==> config.mk <==
export PLATFORM = sky130hd
export DESIGN_NAME = tbh_attrib_halt
export DESIGN_NICKNAME = d
export VERILOG_FILES = /design/src/inc/tbh_pkg.sv /design/src/inc/tbh_crc_if.sv /design/src/hw/tbh_attrib_halt.sv /design/src/hw/tbh_crc_engine.sv
export SDC_FILE = /design/constraint.sdc
export NUM_CORES = 1
export LEC_CHECK = 0
export ABC_CLOCK_PERIOD_IN_PS = 4450
export BUFFER_PORTS_ARGS = -buffer_cell sky130_fd_sc_hd__buf_2
export CAP_MARGIN = 5
export CORE_MARGIN = 2
export CORE_UTILIZATION = 30
export DETAILED_ROUTE_END_ITERATION = 10
export PLACE_DENSITY = 0.46
export SLEW_MARGIN = 20
export SYNTH_ARGS = -nofsm -noshare
export SYNTH_HDL_FRONTEND = slang
export SYNTH_SLANG_ARGS = --single-unit
==> constraint.sdc <==
create_clock -name clock -period 4.45 [get_ports clock]
set_input_delay 0.445 -clock clock [delete_from_list [all_inputs] [get_ports clock]]
set_output_delay 0.445 -clock clock [all_outputs]
set_load 0.03 [all_outputs]
==> src/inc/tbh_pkg.sv <==
package tbh_pkg;

  // command and answer codes
  localparam logic [7:0] ATTRIB_CODE  = 8'h1d;
  localparam logic [7:0] HALT_CODE    = 8'h50;
  localparam logic [3:0] ATTRIB_MBLI  = 4'h1;
  localparam logic [3:0] NO_CID       = 4'h0;
  localparam logic [7:0] ATTRIB_REPLY = {ATTRIB_MBLI, NO_CID};
  localparam logic [7:0] HALT_REPLY   = 8'h00;

  // frame layout, byte positions from the command code
  localparam logic [3:0] ATTRIB_LEN = 4'hb;
  localparam logic [3:0] HALT_LEN   = 4'h7;
  localparam logic [3:0] FRAME_OVER = 4'hc;
  localparam int         IDX_CMD    = 0;
  localparam int         IDX_PUPI   = 1;
  localparam int         IDX_P2     = 6;
  localparam int         IDX_P3     = 7;
  localparam int         IDX_P4     = 8;

  // parameter fields
  localparam logic [1:0] RATE_RSVD   = 2'h3;
  localparam logic [3:0] FRAME_MAX   = 4'h8;
  localparam logic [3:0] RFU_NIBBLE  = 4'h0;

  // crc_b: reflected ccitt, preset ones, complemented on the air
  localparam logic [15:0] CRC_INIT = 16'hffff;
  localparam logic [15:0] CRC_POLY = 16'h8408;

  // response guard times in subcarrier periods
  localparam longint FS_HZ    = 848000;
  localparam longint CLK_HZ   = 40000000;
  localparam longint TR0_FS   = 64;
  localparam longint TR1_FS   = 80;
  localparam logic [11:0] TR0_CYC = 12'((TR0_FS * CLK_HZ + FS_HZ - 1) / FS_HZ);
  localparam logic [11:0] TR1_CYC = 12'((TR1_FS * CLK_HZ + FS_HZ - 1) / FS_HZ);

  typedef enum logic [1:0] {TS_IDLE, TS_ACTIVE, TS_HALT} tbh_tag_t;
  typedef enum logic [1:0] {PH_RX, PH_TR0, PH_TR1, PH_TX} tbh_phase_t;

  function automatic logic [15:0] crc_b_byte(input logic [15:0] crc, input logic [7:0] data);
    logic [15:0] c;
    c = crc ^ {8'h00, data};
    for (int i = 0; i < 8; i++)
    begin
      c = c[0] ? ((c >> 1) ^ CRC_POLY) : (c >> 1);
    end
    return c;
  endfunction : crc_b_byte

  localparam logic [15:0] ATTRIB_CRC = ~crc_b_byte(CRC_INIT, ATTRIB_REPLY);
  localparam logic [15:0] HALT_CRC   = ~crc_b_byte(CRC_INIT, HALT_REPLY);

endpackage : tbh_pkg

==> src/inc/tbh_crc_if.sv <==
`timescale 1ns/1ps
`default_nettype none
interface tbh_crc_if;
  logic        clear;
  logic        step;
  logic [7:0]  data;
  logic [15:0] value;
  modport engine (input clear, input step, input data, output value);
  modport user   (output clear, output step, output data, input value);
endinterface : tbh_crc_if
`default_nettype wire

==> src/hw/tbh_attrib_halt.sv <==
`timescale 1ns/1ps
`default_nettype none
module tbh_attrib_halt
  import tbh_pkg::*;
(
  input  wire logic        clock,
  input  wire logic        reset,
  input  wire logic [31:0] tag_pupi,
  input  wire logic        wake_req,
  input  wire logic        rx_valid,
  input  wire logic [7:0]  rx_data,
  input  wire logic        rx_end,
  input  wire logic        tx_ready,
  output logic             tx_valid,
  output logic [7:0]       tx_data,
  output logic             tx_last,
  output logic             tx_carrier,
  output logic             tx_sof_en,
  output logic             tx_eof_en,
  output logic             tag_active,
  output logic             tag_halted,
  output logic [1:0]       link_rate,
  output logic [3:0]       reader_frame_code
);

  ////////////////////////////////////////////////////////////////////////////////
  // received frame

  tbh_crc_if crc_bus ();

  tbh_crc_engine u_crc (
    .clock (clock),
    .reset (reset),
    .crc   (crc_bus)
  );

  tbh_tag_t    tag_reg;
  tbh_phase_t  phase_reg;
  logic [7:0]  frame_reg [0:10];
  logic [3:0]  count_reg;
  logic [15:0] tail_reg;
  logic [11:0] timer_reg;
  logic [1:0]  byte_idx_reg;
  logic [7:0]  reply_reg;
  logic [15:0] reply_crc_reg;
  logic [7:0]  tx_data_reg;
  logic [1:0]  rate_reg;
  logic [3:0]  frame_code_reg;

  logic crc_ok;
  logic pupi_ok;
  logic attrib_hit;
  logic halt_hit;
  logic rx_byte;
  logic tx_step;

  function automatic logic params_ok(input logic [7:0] p2, input logic [7:0] p3,
                                     input logic [7:0] p4);
    return (p2[7:6] == p2[5:4])
         && (p2[7:6] != RATE_RSVD)
         && (p2[3:0] <= FRAME_MAX)
         && (p3[7:4] == RFU_NIBBLE) && p3[0]
         && (p4[3:0] == NO_CID);
  endfunction : params_ok

  // frames arriving while an answer is pending are not looked at
  assign rx_byte = rx_valid && (phase_reg == PH_RX);

  // the last two bytes are the crc, so the engine runs two bytes behind
  assign crc_bus.clear = reset || (rx_end && phase_reg == PH_RX);
  assign crc_bus.step  = rx_byte && (count_reg >= 4'h2);
  assign crc_bus.data  = tail_reg[15:8];

  assign crc_ok  = (~crc_bus.value == {tail_reg[7:0], tail_reg[15:8]});
  assign pupi_ok = ({frame_reg[IDX_PUPI], frame_reg[IDX_PUPI + 1], frame_reg[IDX_PUPI + 2],
                     frame_reg[IDX_PUPI + 3]} == tag_pupi);

  assign attrib_hit = rx_end && (phase_reg == PH_RX) && crc_ok && pupi_ok
                   && (count_reg == ATTRIB_LEN) && (frame_reg[IDX_CMD] == ATTRIB_CODE)
                   && (tag_reg != TS_HALT)
                   && params_ok(frame_reg[IDX_P2], frame_reg[IDX_P3], frame_reg[IDX_P4]);
  assign halt_hit   = rx_end && (phase_reg == PH_RX) && crc_ok && pupi_ok
                   && (count_reg == HALT_LEN) && (frame_reg[IDX_CMD] == HALT_CODE)
                   && (tag_reg != TS_HALT);

  always_ff @(posedge clock)
  begin
    if (reset || (rx_end && phase_reg == PH_RX))
    begin
      count_reg <= 4'h0;
      tail_reg  <= 16'h0000;
    end
    else if (rx_byte)
    begin
      if (count_reg != FRAME_OVER)
        count_reg <= count_reg + 4'h1;
      tail_reg <= {tail_reg[7:0], rx_data};
    end
  end

  // storage keeps no reset; count_reg alone decides what is valid
  always_ff @(posedge clock)
  begin
    if (rx_byte && count_reg < ATTRIB_LEN)
      frame_reg[count_reg] <= rx_data;
  end

  ////////////////////////////////////////////////////////////////////////////////
  // protocol state

  always_ff @(posedge clock)
  begin
    if (reset)
      tag_reg <= TS_IDLE;
    else if (halt_hit)
      tag_reg <= TS_HALT;
    else if (attrib_hit)
      tag_reg <= TS_ACTIVE;
    else if (wake_req && tag_reg == TS_HALT)
      tag_reg <= TS_IDLE;
  end

  always_ff @(posedge clock)
  begin
    if (reset)
    begin
      rate_reg       <= 2'h0;
      frame_code_reg <= 4'h0;
    end
    else if (attrib_hit)
    begin
      rate_reg       <= frame_reg[IDX_P2][7:6];
      frame_code_reg <= frame_reg[IDX_P2][3:0];
    end
  end

  ////////////////////////////////////////////////////////////////////////////////
  // answer: tr0 quiet, tr1 carrier, then three bytes

  assign tx_step = (phase_reg == PH_TX) && tx_ready;

  always_ff @(posedge clock)
  begin
    if (reset)
    begin
      phase_reg     <= PH_RX;
      timer_reg     <= 12'h000;
      byte_idx_reg  <= 2'h0;
      reply_reg     <= HALT_REPLY;
      reply_crc_reg <= HALT_CRC;
      tx_data_reg   <= 8'h00;
    end
    else
    begin
      case (phase_reg)
        PH_RX:
        begin
          if (attrib_hit || halt_hit)
          begin
            phase_reg     <= PH_TR0;
            timer_reg     <= TR0_CYC - 12'h001;
            reply_reg     <= halt_hit ? HALT_REPLY : ATTRIB_REPLY;
            reply_crc_reg <= halt_hit ? HALT_CRC : ATTRIB_CRC;
          end
        end
        PH_TR0:
        begin
          if (timer_reg == 12'h000)
          begin
            phase_reg <= PH_TR1;
            timer_reg <= TR1_CYC - 12'h001;
          end
          else
            timer_reg <= timer_reg - 12'h001;
        end
        PH_TR1:
        begin
          if (timer_reg == 12'h000)
          begin
            phase_reg    <= PH_TX;
            byte_idx_reg <= 2'h0;
            tx_data_reg  <= reply_reg;
          end
          else
            timer_reg <= timer_reg - 12'h001;
        end
        PH_TX:
        begin
          if (tx_step)
          begin
            byte_idx_reg <= byte_idx_reg + 2'h1;
            tx_data_reg  <= (byte_idx_reg == 2'h0) ? reply_crc_reg[7:0] : reply_crc_reg[15:8];
            if (byte_idx_reg == 2'h2)
              phase_reg <= PH_RX;
          end
        end
        default:
          phase_reg <= PH_RX;
      endcase
    end
  end

  assign tx_valid          = (phase_reg == PH_TX);
  assign tx_last           = (phase_reg == PH_TX) && (byte_idx_reg == 2'h2);
  assign tx_data           = tx_data_reg;
  // carrier stays up through the bytes; the front end frames them
  assign tx_carrier        = (phase_reg == PH_TR1) || (phase_reg == PH_TX);
  // start and end marks are never omitted, whatever param1 asks
  assign tx_sof_en         = 1'b1;
  assign tx_eof_en         = 1'b1;
  assign tag_active        = (tag_reg == TS_ACTIVE);
  assign tag_halted        = (tag_reg == TS_HALT);
  assign link_rate         = rate_reg;
  assign reader_frame_code = frame_code_reg;

  ////////////////////////////////////////////////////////////////////////////////
  // checks

  logic        attrib_frame;
  logic [12:0] gap_reg;

  assign attrib_frame = rx_end && phase_reg == PH_RX && count_reg == ATTRIB_LEN
                     && frame_reg[IDX_CMD] == ATTRIB_CODE;

  always_ff @(posedge clock)
  begin
    if (reset || phase_reg == PH_RX)
      gap_reg <= 13'h0000;
    else if (phase_reg != PH_TX)
      gap_reg <= gap_reg + 13'h0001;
  end

  a_rate_differs: assert property (@(posedge clock) disable iff (reset)
    attrib_frame && frame_reg[IDX_P2][7:6] != frame_reg[IDX_P2][5:4] |=> phase_reg == PH_RX)
    else $error("answered attrib with unequal rates");
  a_rate_reserved: assert property (@(posedge clock) disable iff (reset)
    attrib_frame && frame_reg[IDX_P2][7:6] == RATE_RSVD |=> (phase_reg == PH_RX) [*3])
    else $error("answered attrib with reserved rate");
  a_frame_size: assert property (@(posedge clock) disable iff (reset)
    attrib_frame && frame_reg[IDX_P2][3:0] > FRAME_MAX |=> phase_reg == PH_RX
    && $stable(tag_reg))
    else $error("answered attrib with unsupported frame size");
  a_proto_type: assert property (@(posedge clock) disable iff (reset)
    attrib_frame && (frame_reg[IDX_P3][7:4] != 4'h0 || !frame_reg[IDX_P3][0])
    |=> phase_reg == PH_RX && $stable(tag_reg))
    else $error("answered attrib with bad protocol byte");
  a_cid_zero: assert property (@(posedge clock) disable iff (reset)
    attrib_frame && frame_reg[IDX_P4][3:0] != NO_CID |=> phase_reg == PH_RX)
    else $error("answered attrib with card identifier");
  a_reply_byte: assert property (@(posedge clock) disable iff (reset)
    $rose(tx_valid) |-> tx_data == (tag_halted ? HALT_REPLY : ATTRIB_REPLY))
    else $error("wrong first answer byte");
  a_halt_entry: assert property (@(posedge clock) disable iff (reset)
    halt_hit |=> tag_halted && phase_reg == PH_TR0)
    else $error("halt not taken");
  a_attrib_entry: assert property (@(posedge clock) disable iff (reset)
    attrib_hit |=> tag_active && phase_reg == PH_TR0)
    else $error("attrib not taken");
  a_guard_time: assert property (@(posedge clock) disable iff (reset)
    $rose(tx_valid) |-> gap_reg == {1'b0, TR0_CYC} + {1'b0, TR1_CYC})
    else $error("answer guard time wrong");
  a_crc_drop: assert property (@(posedge clock) disable iff (reset)
    rx_end && phase_reg == PH_RX && !crc_ok |=> phase_reg == PH_RX && $stable(tag_reg))
    else $error("frame with bad crc acted upon");

endmodule : tbh_attrib_halt
`default_nettype wire

==> src/hw/tbh_crc_engine.sv <==
`timescale 1ns/1ps
`default_nettype none
module tbh_crc_engine
  import tbh_pkg::*;
(
  input  wire logic  clock,
  input  wire logic  reset,
  tbh_crc_if.engine  crc
);

  logic [15:0] crc_reg;

  // clear wins over step: a new frame never inherits the old remainder
  always_ff @(posedge clock)
  begin
    if (reset || crc.clear)
      crc_reg <= CRC_INIT;
    else if (crc.step)
      crc_reg <= crc_b_byte(crc_reg, crc.data);
  end

  assign crc.value = crc_reg;

endmodule : tbh_crc_engine
`default_nettype wire

Yosys cells after proc, flatten, opt, wreduce, memory -nomap -nowiden
Memories as Yosys holds them, arrays and structs flattened.
Index checks and enable logic that the tools add are counted.
{"block": "word_totals", "out_inout_bits": 21, "mem_bits_rw": 88, "reg_bits": 92, "mem_count": 1}
{"name": "frame_reg", "words": 11, "width": 8, "rd": 8, "rd_ports_with_merged_regs": 0, "wr": 1, "line_no": "tbh_attrib_halt.sv:39", "text": "logic [7:0] frame_reg [0:10];"}
{"block": "op_classes", "eq_ne": 22, "n_reduce_logical": 40, "add_sub_neg": 3, "magnitude_cmp": 3, "muxes": 32, "bitwise": 10}
{"cell": "$mux W16", "n": 8}
{"cell": "$mux W12", "n": 3}
{"cell": "$pmux W12 S3", "n": 1}
{"cell": "$eq A32 B32 Y1", "n": 1}
{"cell": "$mux W8", "n": 3}
{"cell": "$not A2 Y3", "n": 8}
{"cell": "$logic_and A1 B1 Y1", "n": 21}
{"cell": "$mux W2", "n": 10}
{"cell": "$eq A16 B16 Y1", "n": 1}
{"cell": "$not A16 Y16", "n": 1}
{"cell": "$pmux W8 S2", "n": 1}
{"cell": "$xor A16 B8 Y16", "n": 1}
{"cell": "$mux W13", "n": 1}
{"cell": "$logic_not A12 Y1", "n": 1}
{"cell": "$sub A12 B1 Y12 const B", "n": 1}
{"cell": "$ne A2 B2 Y1 const B", "n": 5}
{"cell": "$eq A2 B2 Y1 const B", "n": 4}
{"cell": "$eq A8 B5 Y1 const B", "n": 1}
{"cell": "$eq A8 B7 Y1 const B", "n": 1}
{"cell": "$logic_not A4 Y1", "n": 2}
{"cell": "$pmux W2 S4", "n": 1}
{"cell": "$ne A2 B1 Y1 const B", "n": 3}
{"cell": "$reduce_and A3 Y1", "n": 2}
{"cell": "$reduce_bool A3 Y1", "n": 2}
{"cell": "other kinds (19)", "n": 27}

Logic depth before layout (Yosys ltp)
Gate-level depths: netlist of the first run.
{"block": "logic_depth", "ltp_word": 17, "ltp_mapped": 9}

Cells and area by module
From an unflattened synthesis of the first run, not the netlist that was laid out.
{"block": "unflattened", "hier_cells": 572, "hier_area_um2": 6027.0}
{"mod": "tbh_attrib_halt", "seq_area_each_um2": 2732.6, "instances": 1, "cells_per_inst": 490, "area_each_um2": 5133.7}
{"mod": "tbh_crc_engine", "seq_area_each_um2": 320.3, "instances": 1, "cells_per_inst": 82, "area_each_um2": 893.4}

Worst setup path before layout of the first run
Ideal clock, no wire load.
{"block": "synth_timing", "path_type": "register to register", "startpoint": "register count_reg[0]", "endpoint": "register timer_reg[5]", "synth_period_minus_slack_ps": 2545, "setup_time_ps": 122, "path_slack_ps": 1905, "t_required_ps": 4328, "stages_incl_launch_ff": 10, "arrival_ps": 2423, "cell_sequence": "dfxtp_1 > ha_1 > nor2b_1 > nand4_1 > or4_4 > nor4_4 > a21oi_1 > buf_2 > o21a_1 > a221o_1"}
{"block": "synth_between", "elab_chain_cells": 8, "elab_cells_between_ends": 12}
{"element": "start, declared", "line_no": "tbh_attrib_halt.sv:40", "text": "logic [3:0] count_reg;"}
{"element": "start signal, assigned", "line_no": "tbh_attrib_halt.sv:96", "text": "count_reg <= count_reg + 4'h1;"}
{"element": "$eq A4 B4 Y1"}
{"element": "$logic_and A1 B1 Y1 (2 in series)", "line_no": "tbh_attrib_halt.sv:79", "text": "&& (count_reg == ATTRIB_LEN) && (frame_reg[IDX_CMD] == ATTRIB_CODE)"}
{"element": "$logic_and A1 B1 Y1", "line_no": "tbh_attrib_halt.sv:80", "text": "&& (tag_reg != TS_HALT)"}
{"element": "$logic_and A1 B1 Y1", "line_no": "tbh_attrib_halt.sv:81", "text": "&& params_ok(frame_reg[IDX_P2], frame_reg[IDX_P3], frame_reg[IDX_P4]);"}
{"element": "$logic_or A1 B1 Y1 *", "line_no": "tbh_attrib_halt.sv:158", "text": "if (attrib_hit || halt_hit)"}
{"element": "$ne A2 B1 Y1 (no line) *"}
{"element": "$reduce_and A3 Y1 (no line) *"}
{"element": "end signal, assigned", "line_no": "tbh_attrib_halt.sv:161", "text": "timer_reg <= TR0_CYC - 12'h001;"}
{"element": "end signal, assigned", "line_no": "tbh_attrib_halt.sv:171", "text": "timer_reg <= TR1_CYC - 12'h001;"}
{"element": "end signal, assigned", "line_no": "tbh_attrib_halt.sv:174", "text": "timer_reg <= timer_reg - 12'h001;"}
{"element": "end, declared", "line_no": "tbh_attrib_halt.sv:42", "text": "logic [11:0] timer_reg;"}
Every way passes the cells marked *; elsewhere a longest branch is shown, timed or not.
A chain may end at the register's enable or synchronous reset.

Worst setup path in the final report of the first run
{"block": "layout_timing", "startpoint": "register count_reg[1]", "endpoint": "register timer_reg[9]"}
Same word-level chain as after synthesis.

==> results.py, run 1 <==
metrics = {
    "status": {
        "outcome": "complete, but fails checks",
        "failed_checks": "DRC",
    },
    "drt": {
        "ant_nets": 0,
        "first_pass_iters": 10,
        "dr.first_iter.drc_count": 358,
        "vias": 4041,
        "wl_um": 14100,
        "drc": 7,
        "wire_per_inst_um": 16.9,
        "viasPerCell": 4.85,
    },
    "floorplanning": {
        "ios": 67,
        "die_width_um": 140,
        "start_util": 0.307,
        "row_count": 49,
        "fp.coreArea_mm2": 0.0181,
        "fp.dieArea_mm2": 0.0196,
        "die_y_um": 140,
    },
    "grt": {
        "use_met3": 0.0434,
        "top_usage_layer": "met2",
        "grt.total_usage": 0.149,
        "grt_overflow": 0,
        "use_met2": 0.239,
        "grtUsageMet1": 0.194,
        "grt_pass1_vias": 3918,
        "antenna_found_initial": 0,
        "grt_max_degree": 30,
        "grt_pass1_wl_um": 22000,
    },
    "layout": {
        "fill_cells": 1768,
        "drive_above_1_share": 0.177,
        "n_antenna_cell": 0,
        "areaGrowthSynthToFinish_pct": 20.7,
        "layout.nets": 650,
        "largest_reg_flops": 57,
    },
    "clocking": {
        "clockBufferDepth": 2,
        "cts.sinks": 124,
        "clock_latency_ns": 0.43,
        "root_buffer": "clkbuf_16",
        "cts_resized": 0,
        "htreeDepth": 4,
        "cts_hold_buffers": 0,
        "cts.clk_slew.worst_paths_ns": 0.06,
        "tritoncts": "done",
        "postCtsSetupRepairBufs": 0,
        "cts_made_buffers": 17,
    },
    "placement": {
        "io_buffers": 62,
        "dp_hpwl_um": 9880,
        "gp_congestion": 0.791,
    },
    "synthesis": {
        "yosysSeqAreaShare": 0.550,
        "synth_edf_count": 57,
        "ys_ff_latch": 124,
        "async_reset_ff_frac": 0,
        "avgSynthCellArea_um2": 10.5,
        "ys_types": 54,
        "syn_area_mm2": 0.00555,
        "syn_inst": 529,
        "ys.flop_type": "dfxtp_1",
        "yosys_warnings": 0,
    },
    "timing": {
        "worstMarginPinSlew_ns": 0.883,
        "rsz0062_at_grt": "false",
        "skew_ns": 0.0177,
        "fin_crit_ns": 3.17,
        "relSlewSlack": 0.406,
        "drv_slew": 0,
        "period_share": 0.713,
        "hold_viol_final": 0,
        "fin_tns_setup_ns": 0,
        "setup_viol": 0,
        "hold_ws_ns": 0.344,
        "fmax_mhz": 315,
    },
    "critical_path": {
        "critPathArrivalTime_ns": 3.49,
        "crit_type": "flip-flop to flip-flop",
        "cp-end-kind": "flip-flop",
        "required_ns": 4.76,
        "cp-start-kind": "flip-flop",
        "critPathMaxFanout": 12,
        "rrSetupSlack_ns": 1.28,
    },
    "pwr": {
        "power.density_mw_per_mm2": 414,
        "leakage_nw": 2.56,
        "ir_drop_mv": 0.247,
    },
    "worst_hold_path": {
        "hold_class": "primary input to flip-flop",
    },
    "flow_run": {
        "maxCapViolCount": 0,
    },
}
-- worst paths after layout --
kind                                startpoint                                end  cells after the start
min                                   wake_req            tag_reg[1]$_SDFFE_PP0P_                      4
min reg2reg  reader_frame_code[2]$_SDFFE_PP0P_  reader_frame_code[2]$_SDFFE_PP0P_                      2
max                  count_reg[1]$_SDFFE_PP0P_          timer_reg[9]$_SDFFE_PP0P_                      9
max reg2reg          count_reg[1]$_SDFFE_PP0P_          timer_reg[9]$_SDFFE_PP0P_                      9
-- layout make-up --
class                           count  area, um2  area share
Clock buffer                       18        429      0.0640
Clock inverter                     14        191      0.0286
Inverter                           15       56.3     0.00840
Multi-Input combinational cell    368       2350       0.350
Sequential cell                   124       3050       0.455
Tap cell                          229        287      0.0427
Timing Repair Buffer               66        340      0.0508
-- through the flow --
| step | setup WS, ns | util | instance area [um2] | instances | power [mW] |
|---|---|---|---|---|---|
| final | 1.28 | 0.371 | 6700 | 834 | 2.78 |
| after global routing | 1.11 | 0.371 | 6700 | 834 | 2.87 |
| after CTS | 1.28 | 0.371 | 6700 | 834 | 2.81 |
| after detailed placement | 1.31 | 0.336 | 6080 | 802 | 1.35 |
| after global placement | 1.39 | 0.336 | 6080 | 802 | 1.35 |
| after floorplan | 1.91 | - | 5560 | 531 | 1.29 |
-- cells by family after synthesis --
family                     synth area share
other                               0.00135
AOI/OAI and AO/OA                     0.110
xor gates and xnor gates              0.104
and+or+nand+nor                       0.170
DFF                                   0.550
adders and majority gates            0.0270
muxes                               0.00721
buffers and inverters                0.0304
-- layout by cell type (no fill, tap or decap), types with 15 or more instances in the layout --
master	instances
edfxtp_1	57
inv_1	15
clkbuf_16	17
nand2_1	80
xnor2_1	32
dfxtp_1	67
xor2_1	34
o211ai_1	16
buf_2	62
nor2_1	21
a21oi_1	42
-- cell usage after synthesis (3+ instances only) --
master	number	area [um2]
a211oi_1	4	30.0
a21oi_1	42	210
and2_1	7	43.8
and3_1	8	50.1
buf_2	3	15.0
buf_4	5	37.5
clkbuf_1	16	60.1
dfxtp_1	67	1340
edfxtp_1	57	1710
ha_1	12	150
inv_1	15	56.3
mux2i_1	4	40.0
nand2_1	80	300
nand2b_1	4	25.0
nand3_1	13	65.1
nand4_1	7	43.8
nor2_1	21	78.8
nor2b_1	4	25.0
nor3_1	11	55.1
nor3b_1	3	22.5
nor4_1	12	75.1
nor4b_1	4	35.0
o211ai_1	16	120
o21ai_0	8	40.0
o31ai_1	4	30.0
or2_2	3	18.8
xnor2_1	32	280
xor2_1	34	298
-- worst max-delay path: stages, from the launching register on --
cell and delay [ns]:
dfxtp_1 0.45, ha_1 0.28, nor2b_1 0.15, nand4_1 0.11, or4_4 0.55, nor4_4 0.25
buf_4 0.21, a21oi_1 0.26, or2_0 0.42, a2111oi_2 0.39
-- per-layer routing --
layer / up-vias / wire [um]
li1: 2009 / -
met1: 1923 / 6560
met2: 99 / 6700
met3: 10 / 675
met4: 0 / 115
met5: - / 0
-- power by group --
part           total [mW]  switching [mW]  internal, mW
logic               0.110          0.0725        0.0377
registers            1.21         0.00679          1.20
clock network        1.46           0.518         0.937
(Power assumes the default switching activity.)
==> run 2: changes to the inputs <==
--- a/config.mk
+++ b/config.mk
@@ -5,7 +5,7 @@
 export SDC_FILE = /design/constraint.sdc
 export NUM_CORES = 1
 export LEC_CHECK = 0
-export ABC_CLOCK_PERIOD_IN_PS = 4450
+export ABC_CLOCK_PERIOD_IN_PS = 3300
 export BUFFER_PORTS_ARGS = -buffer_cell sky130_fd_sc_hd__buf_2
 export CAP_MARGIN = 5
 export CORE_MARGIN = 2
==> constraint.sdc (replaced) <==
create_clock -name clock -period 3.3 [get_ports clock]
set_input_delay 0.33 -clock clock [delete_from_list [all_inputs] [get_ports clock]]
set_output_delay 0.33 -clock clock [all_outputs]
set_load 0.03 [all_outputs]
==> results.py, run 2 (synthesis results as in run 1) <==
metrics = {
    "floorplanning": {
        "die_y_um": 140,
        "fp.coreArea_mm2": 0.0181,
        "die_width_um": 140,
        "row_count": 49,
        "fp.dieArea_mm2": 0.0196,
        "start_util": 0.307,
        "ios": 67,
    },
    "clocking": {
        "root_buffer": "clkbuf_16",
        "clockBufferDepth": 2,
        "postCtsSetupRepairBufs": 0,
        "cts_hold_buffers": 0,
        "cts_resized": 0,
        "cts.sinks": 124,
        "cts.clk_slew.worst_paths_ns": 0.06,
        "cts_made_buffers": 17,
        "clock_latency_ns": 0.42,
        "htreeDepth": 4,
        "tritoncts": "done",
    },
    "flow_run": {
        "maxCapViolCount": 0,
    },
    "drt": {
        "ant_nets": 0,
        "dr.first_iter.drc_count": 325,
        "wl_um": 14200,
        "drc": 6,
        "first_pass_iters": 10,
        "vias": 4047,
        "wire_per_inst_um": 16.8,
        "viasPerCell": 4.81,
    },
    "placement": {
        "gp_congestion": 0.856,
        "io_buffers": 62,
        "dp_hpwl_um": 9960,
    },
    "critical_path": {
        "crit_chain": "ha_1 > nor2b_1 > nand4_1 > or4_4 > nor4_4 > a21oi_1 > or2_0 > a2111oi_2",
        "critPathMaxFanout": 7,
        "cp-start-kind": "flip-flop",
        "crit_type": "flip-flop to flip-flop",
        "cpPeakStageDelay_ns": 0.54,
        "cp-end-kind": "flip-flop",
        "critPathArrivalTime_ns": 3.29,
        "cpMaxStageDelayCell": "or4_4",
        "required_ns": 3.60,
    },
    "layout": {
        "areaGrowthSynthToFinish_pct": 22.2,
        "final_common_cell": "nand2_1",
        "drive_above_1_share": 0.186,
        "largest_reg_flops": 57,
        "layout.nets": 658,
        "mostFrequentLayoutCells": "80 x nand2_1, 67 x dfxtp_1, 62 x buf_2",
        "n_antenna_cell": 0,
    },
    "pwr": {
        "leakage_nw": 2.59,
        "ir_drop_mv": 0.358,
        "power.density_mw_per_mm2": 564,
    },
    "timing": {
        "drv_slew": 0,
        "skew_ns": 0.0177,
        "rsz0062_at_grt": "false",
        "fin_crit_ns": 2.99,
        "period_share": 0.907,
        "hold_viol_final": 0,
        "worstMarginPinSlew_ns": 0.815,
        "relSlewSlack": 0.455,
        "fin_tns_setup_ns": 0,
        "hold_ws_ns": 0.232,
        "setup_viol": 0,
        "fmax_mhz": 334,
    },
    "grt": {
        "grt.total_usage": 0.152,
        "antenna_found_initial": 0,
        "grt_overflow": 0,
        "grt_max_degree": 30,
        "grt_pass1_wl_um": 22600,
        "use_met3": 0.0414,
        "grtUsageMet1": 0.203,
        "use_met2": 0.236,
        "top_usage_layer": "met2",
        "grt_pass1_vias": 4067,
    },
    "worst_hold_path": {
        "hold_class": "primary input to flip-flop",
    },
    "status": {
        "outcome": "complete, but fails checks",
        "failed_checks": "DRC",
    },
}
==> run 2: cell types whose count changed in the layout (fill, tap and decap cells not counted) <==
cell	change
bufinv_16	+1
clkinv_4	-1
clkinv_2	-3
buf_4	+8
clkinv_1	+1
clkinvlp_4	+2
==> run 2: routing by layer <==
layer | share of wire | vias up
met1 | 0.47 | 1920
li1 | - | 2019
met3 | 0.044 | 10
met5 | 0 | -
met4 | 0.014 | 0
met2 | 0.47 | 98
==> run 2: worst paths after layout <==
kind                             start                   endpoint  slack (ns)  cells after the start
max reg2reg  count_reg[1]$_SDFFE_PP0P_  timer_reg[9]$_SDFFE_PP0P_        0.31                      8
max          count_reg[1]$_SDFFE_PP0P_  timer_reg[9]$_SDFFE_PP0P_        0.31                      8
min reg2reg    tx_data[7]$_SDFFE_PP0P_    tx_data[7]$_SDFFE_PP0P_        0.45                      2
min                           wake_req    tag_reg[1]$_SDFFE_PP0P_        0.23                      4
==> run 2: through the flow <==
stage	power, mW	instances	util	setup slack, ns	area (um2)
5_1_grt	3.96	842	0.375	0.131	6790
3_5_place_dp	1.82	810	0.340	0.329	6140
2_1_floorplan	1.74	531	-	0.755	5560
6_report	3.83	842	0.375	0.306	6790
4_1_cts	3.89	842	0.375	0.329	6790
3_3_place_gp	1.82	810	0.340	0.468	6140
==> run 2: area by class of cell <==
class	instances	area, um2
clock buffers	18	429
repair buffers	74	400
multi-input cells	368	2350
fillers	1802	11300
well taps	229	287
inverters	15	56.3
clock inverters	14	216
flip-flops and latches	124	3050
==> run 2: critical path, delay by kind of cell, from the launching register on <==
| kind | cells | cell delay, ns |
|---|---|---|
| AOI/OAI and AO/OA | 2 | 0.66 |
| and+or+nand+nor | 5 | 1.47 |
| DFF | 1 | 0.44 |
| adders and majority gates | 1 | 0.29 |
==> run 2: where the power goes <==
| part | leakage (nW) | switching, mW | internal [mW] |
|---|---|---|---|
| Combinational | 1.23 | 0.0986 | 0.0530 |
| Sequential | 1.06 | 0.00906 | 1.62 |
| Clock | 0.305 | 0.704 | 1.34 |
==> run 3: changes to the inputs <==
--- a/config.mk
+++ b/config.mk
@@ -5,7 +5,7 @@
 export SDC_FILE = /design/constraint.sdc
 export NUM_CORES = 1
 export LEC_CHECK = 0
-export ABC_CLOCK_PERIOD_IN_PS = 3300
+export ABC_CLOCK_PERIOD_IN_PS = 2900
 export BUFFER_PORTS_ARGS = -buffer_cell sky130_fd_sc_hd__buf_2
 export CAP_MARGIN = 5
 export CORE_MARGIN = 2
==> constraint.sdc (replaced) <==
create_clock -name clock -period 2.9 [get_ports clock]
set_input_delay 0.29 -clock clock [delete_from_list [all_inputs] [get_ports clock]]
set_output_delay 0.29 -clock clock [all_outputs]
set_load 0.03 [all_outputs]
==> results.py, run 3 (synthesis results as in run 1) <==
metrics = {
    "layout": {
        "largest_reg_flops": 57,
        "areaGrowthSynthToFinish_pct": 21.8,
        "final_common_cell": "nand2_1",
        "mostFrequentLayoutCells": "80 x nand2_1, 67 x dfxtp_1, 62 x buf_2",
        "fill_cells": 1804,
        "layout.nets": 664,
        "fin_area_mm2": 0.00676,
        "n_antenna_cell": 0,
        "drive_above_1_share": 0.194,
    },
    "timing": {
        "rsz0062_at_grt": "false",
        "period_share": 0.908,
        "worstMarginPinSlew_ns": 0.818,
        "drv_slew": 0,
        "fin_tns_setup_ns": 0,
        "relSlewSlack": 0.450,
        "skew_ns": 0.0102,
        "fin_ws_ns": 0.267,
        "fmax_mhz": 380,
        "fin_crit_ns": 2.63,
        "setup_viol": 0,
        "hold_viol_final": 0,
    },
    "clocking": {
        "cts.clk_slew.worst_paths_ns": 0.06,
        "root_buffer": "clkbuf_16",
        "cts_hold_buffers": 0,
        "cts.sinks": 124,
        "clock_latency_ns": 0.41,
        "htreeDepth": 4,
        "cts_resized": 0,
        "postCtsSetupRepairBufs": 0,
        "cts_made_buffers": 17,
        "tritoncts": "done",
        "clockBufferDepth": 2,
    },
    "grt": {
        "grt.total_usage": 0.150,
        "grt_overflow": 0,
        "antenna_found_initial": 0,
        "grt_max_degree": 30,
        "grt_pass1_vias": 4095,
        "grt_pass1_wl_um": 22300,
    },
    "drt": {
        "dr.first_iter.drc_count": 286,
        "vias": 4093,
        "wl_um": 14100,
        "drc": 7,
        "ant_nets": 0,
        "viasPerCell": 4.83,
        "first_pass_iters": 10,
        "wire_per_inst_um": 16.7,
    },
    "floorplanning": {
        "die_width_um": 140,
        "row_count": 49,
        "fp.dieArea_mm2": 0.0196,
        "ios": 67,
        "die_y_um": 140,
        "fp.coreArea_mm2": 0.0181,
        "start_util": 0.307,
    },
    "status": {
        "outcome": "complete, but fails checks",
        "failed_checks": "DRC",
    },
    "pwr": {
        "p_total_mw": 4.09,
        "power.density_mw_per_mm2": 606,
        "ir_drop_mv": 0.389,
        "leakage_nw": 2.59,
    },
    "critical_path": {
        "required_ns": 3.21,
        "cp-end-kind": "flip-flop",
        "critPathArrivalTime_ns": 2.94,
        "cp-start-kind": "flip-flop",
        "critPathMaxFanout": 6,
        "crit_type": "flip-flop to flip-flop",
    },
    "placement": {
        "io_buffers": 62,
        "gp_congestion": 0.785,
        "placed_area_mm2": 0.00619,
        "dp_hpwl_um": 10100,
        "dp_slack_ns": 0.232,
    },
    "worst_hold_path": {
        "hold_class": "primary input to flip-flop",
    },
    "flow_run": {
        "maxCapViolCount": 0,
    },
}
## run 3: power by group
group	total (mW)	leakage (nW)	switching (mW)	internal, mW
Combinational	0.176	1.26	0.114	0.0625
Clock	2.06	0.274	0.797	1.26
Sequential	1.86	1.06	0.00935	1.85
Total	4.09	2.59	0.920	3.17
## run 3: worst max-delay path, stage by stage, from the launching register on
cell and delay, ns:
dfxtp_1 0.34, ha_1 0.16, nor2b_1 0.13, nand4_1 0.14
or4_4 0.56, nor4_4 0.30, a21oi_1 0.16, or2_0 0.36
a2111oi_2 0.39
## run 3: area by class of cell
| type | count | area, um2 | share of cell area |
|---|---|---|---|
| clock buffers | 18 | 429 | 0.0635 |
| well taps | 229 | 287 | 0.0424 |
| multi-input cells | 368 | 2350 | 0.347 |
| inverters | 15 | 56.3 | 0.00833 |
| repair buffers | 80 | 445 | 0.0659 |
| flip-flops and latches | 124 | 3050 | 0.452 |
| clock inverters | 14 | 145 | 0.0215 |
## run 3: final timing paths
path / slack [ns] / start / cells after the start / endpoint
worst min register to register: 0.45 / tx_data[7]$_SDFFE_PP0P_ / 2 / tx_data[7]$_SDFFE_PP0P_
worst max register to register: 0.27 / count_reg[0]$_SDFFE_PP0P_ / 8 / timer_reg[9]$_SDFFE_PP0P_
worst min-delay path: 0.20 / wake_req / 4 / tag_reg[1]$_SDFFE_PP0P_
worst max-delay path: 0.27 / count_reg[0]$_SDFFE_PP0P_ / 8 / timer_reg[9]$_SDFFE_PP0P_
## run 3: routing by layer
metal | vias to the layer above | global-route usage | share of wire
met3 | 5 | 0.0403 | 0.039
li1 | 2029 | - | -
met5 | - | 0 | 0
met1 | 1985 | 0.197 | 0.48
met4 | 0 | 0.0399 | 0.0071
met2 | 74 | 0.245 | 0.48
## run 3: stage by stage
stage	hold slack, ns	cells	utilization
6_report	0.197	848	0.374
5_1_grt	0.209	848	0.374
4_1_cts	0.187	848	0.374
3_5_place_dp	0.441	816	0.342
3_3_place_gp	0.439	816	0.342
2_1_floorplan	0.359	531	-
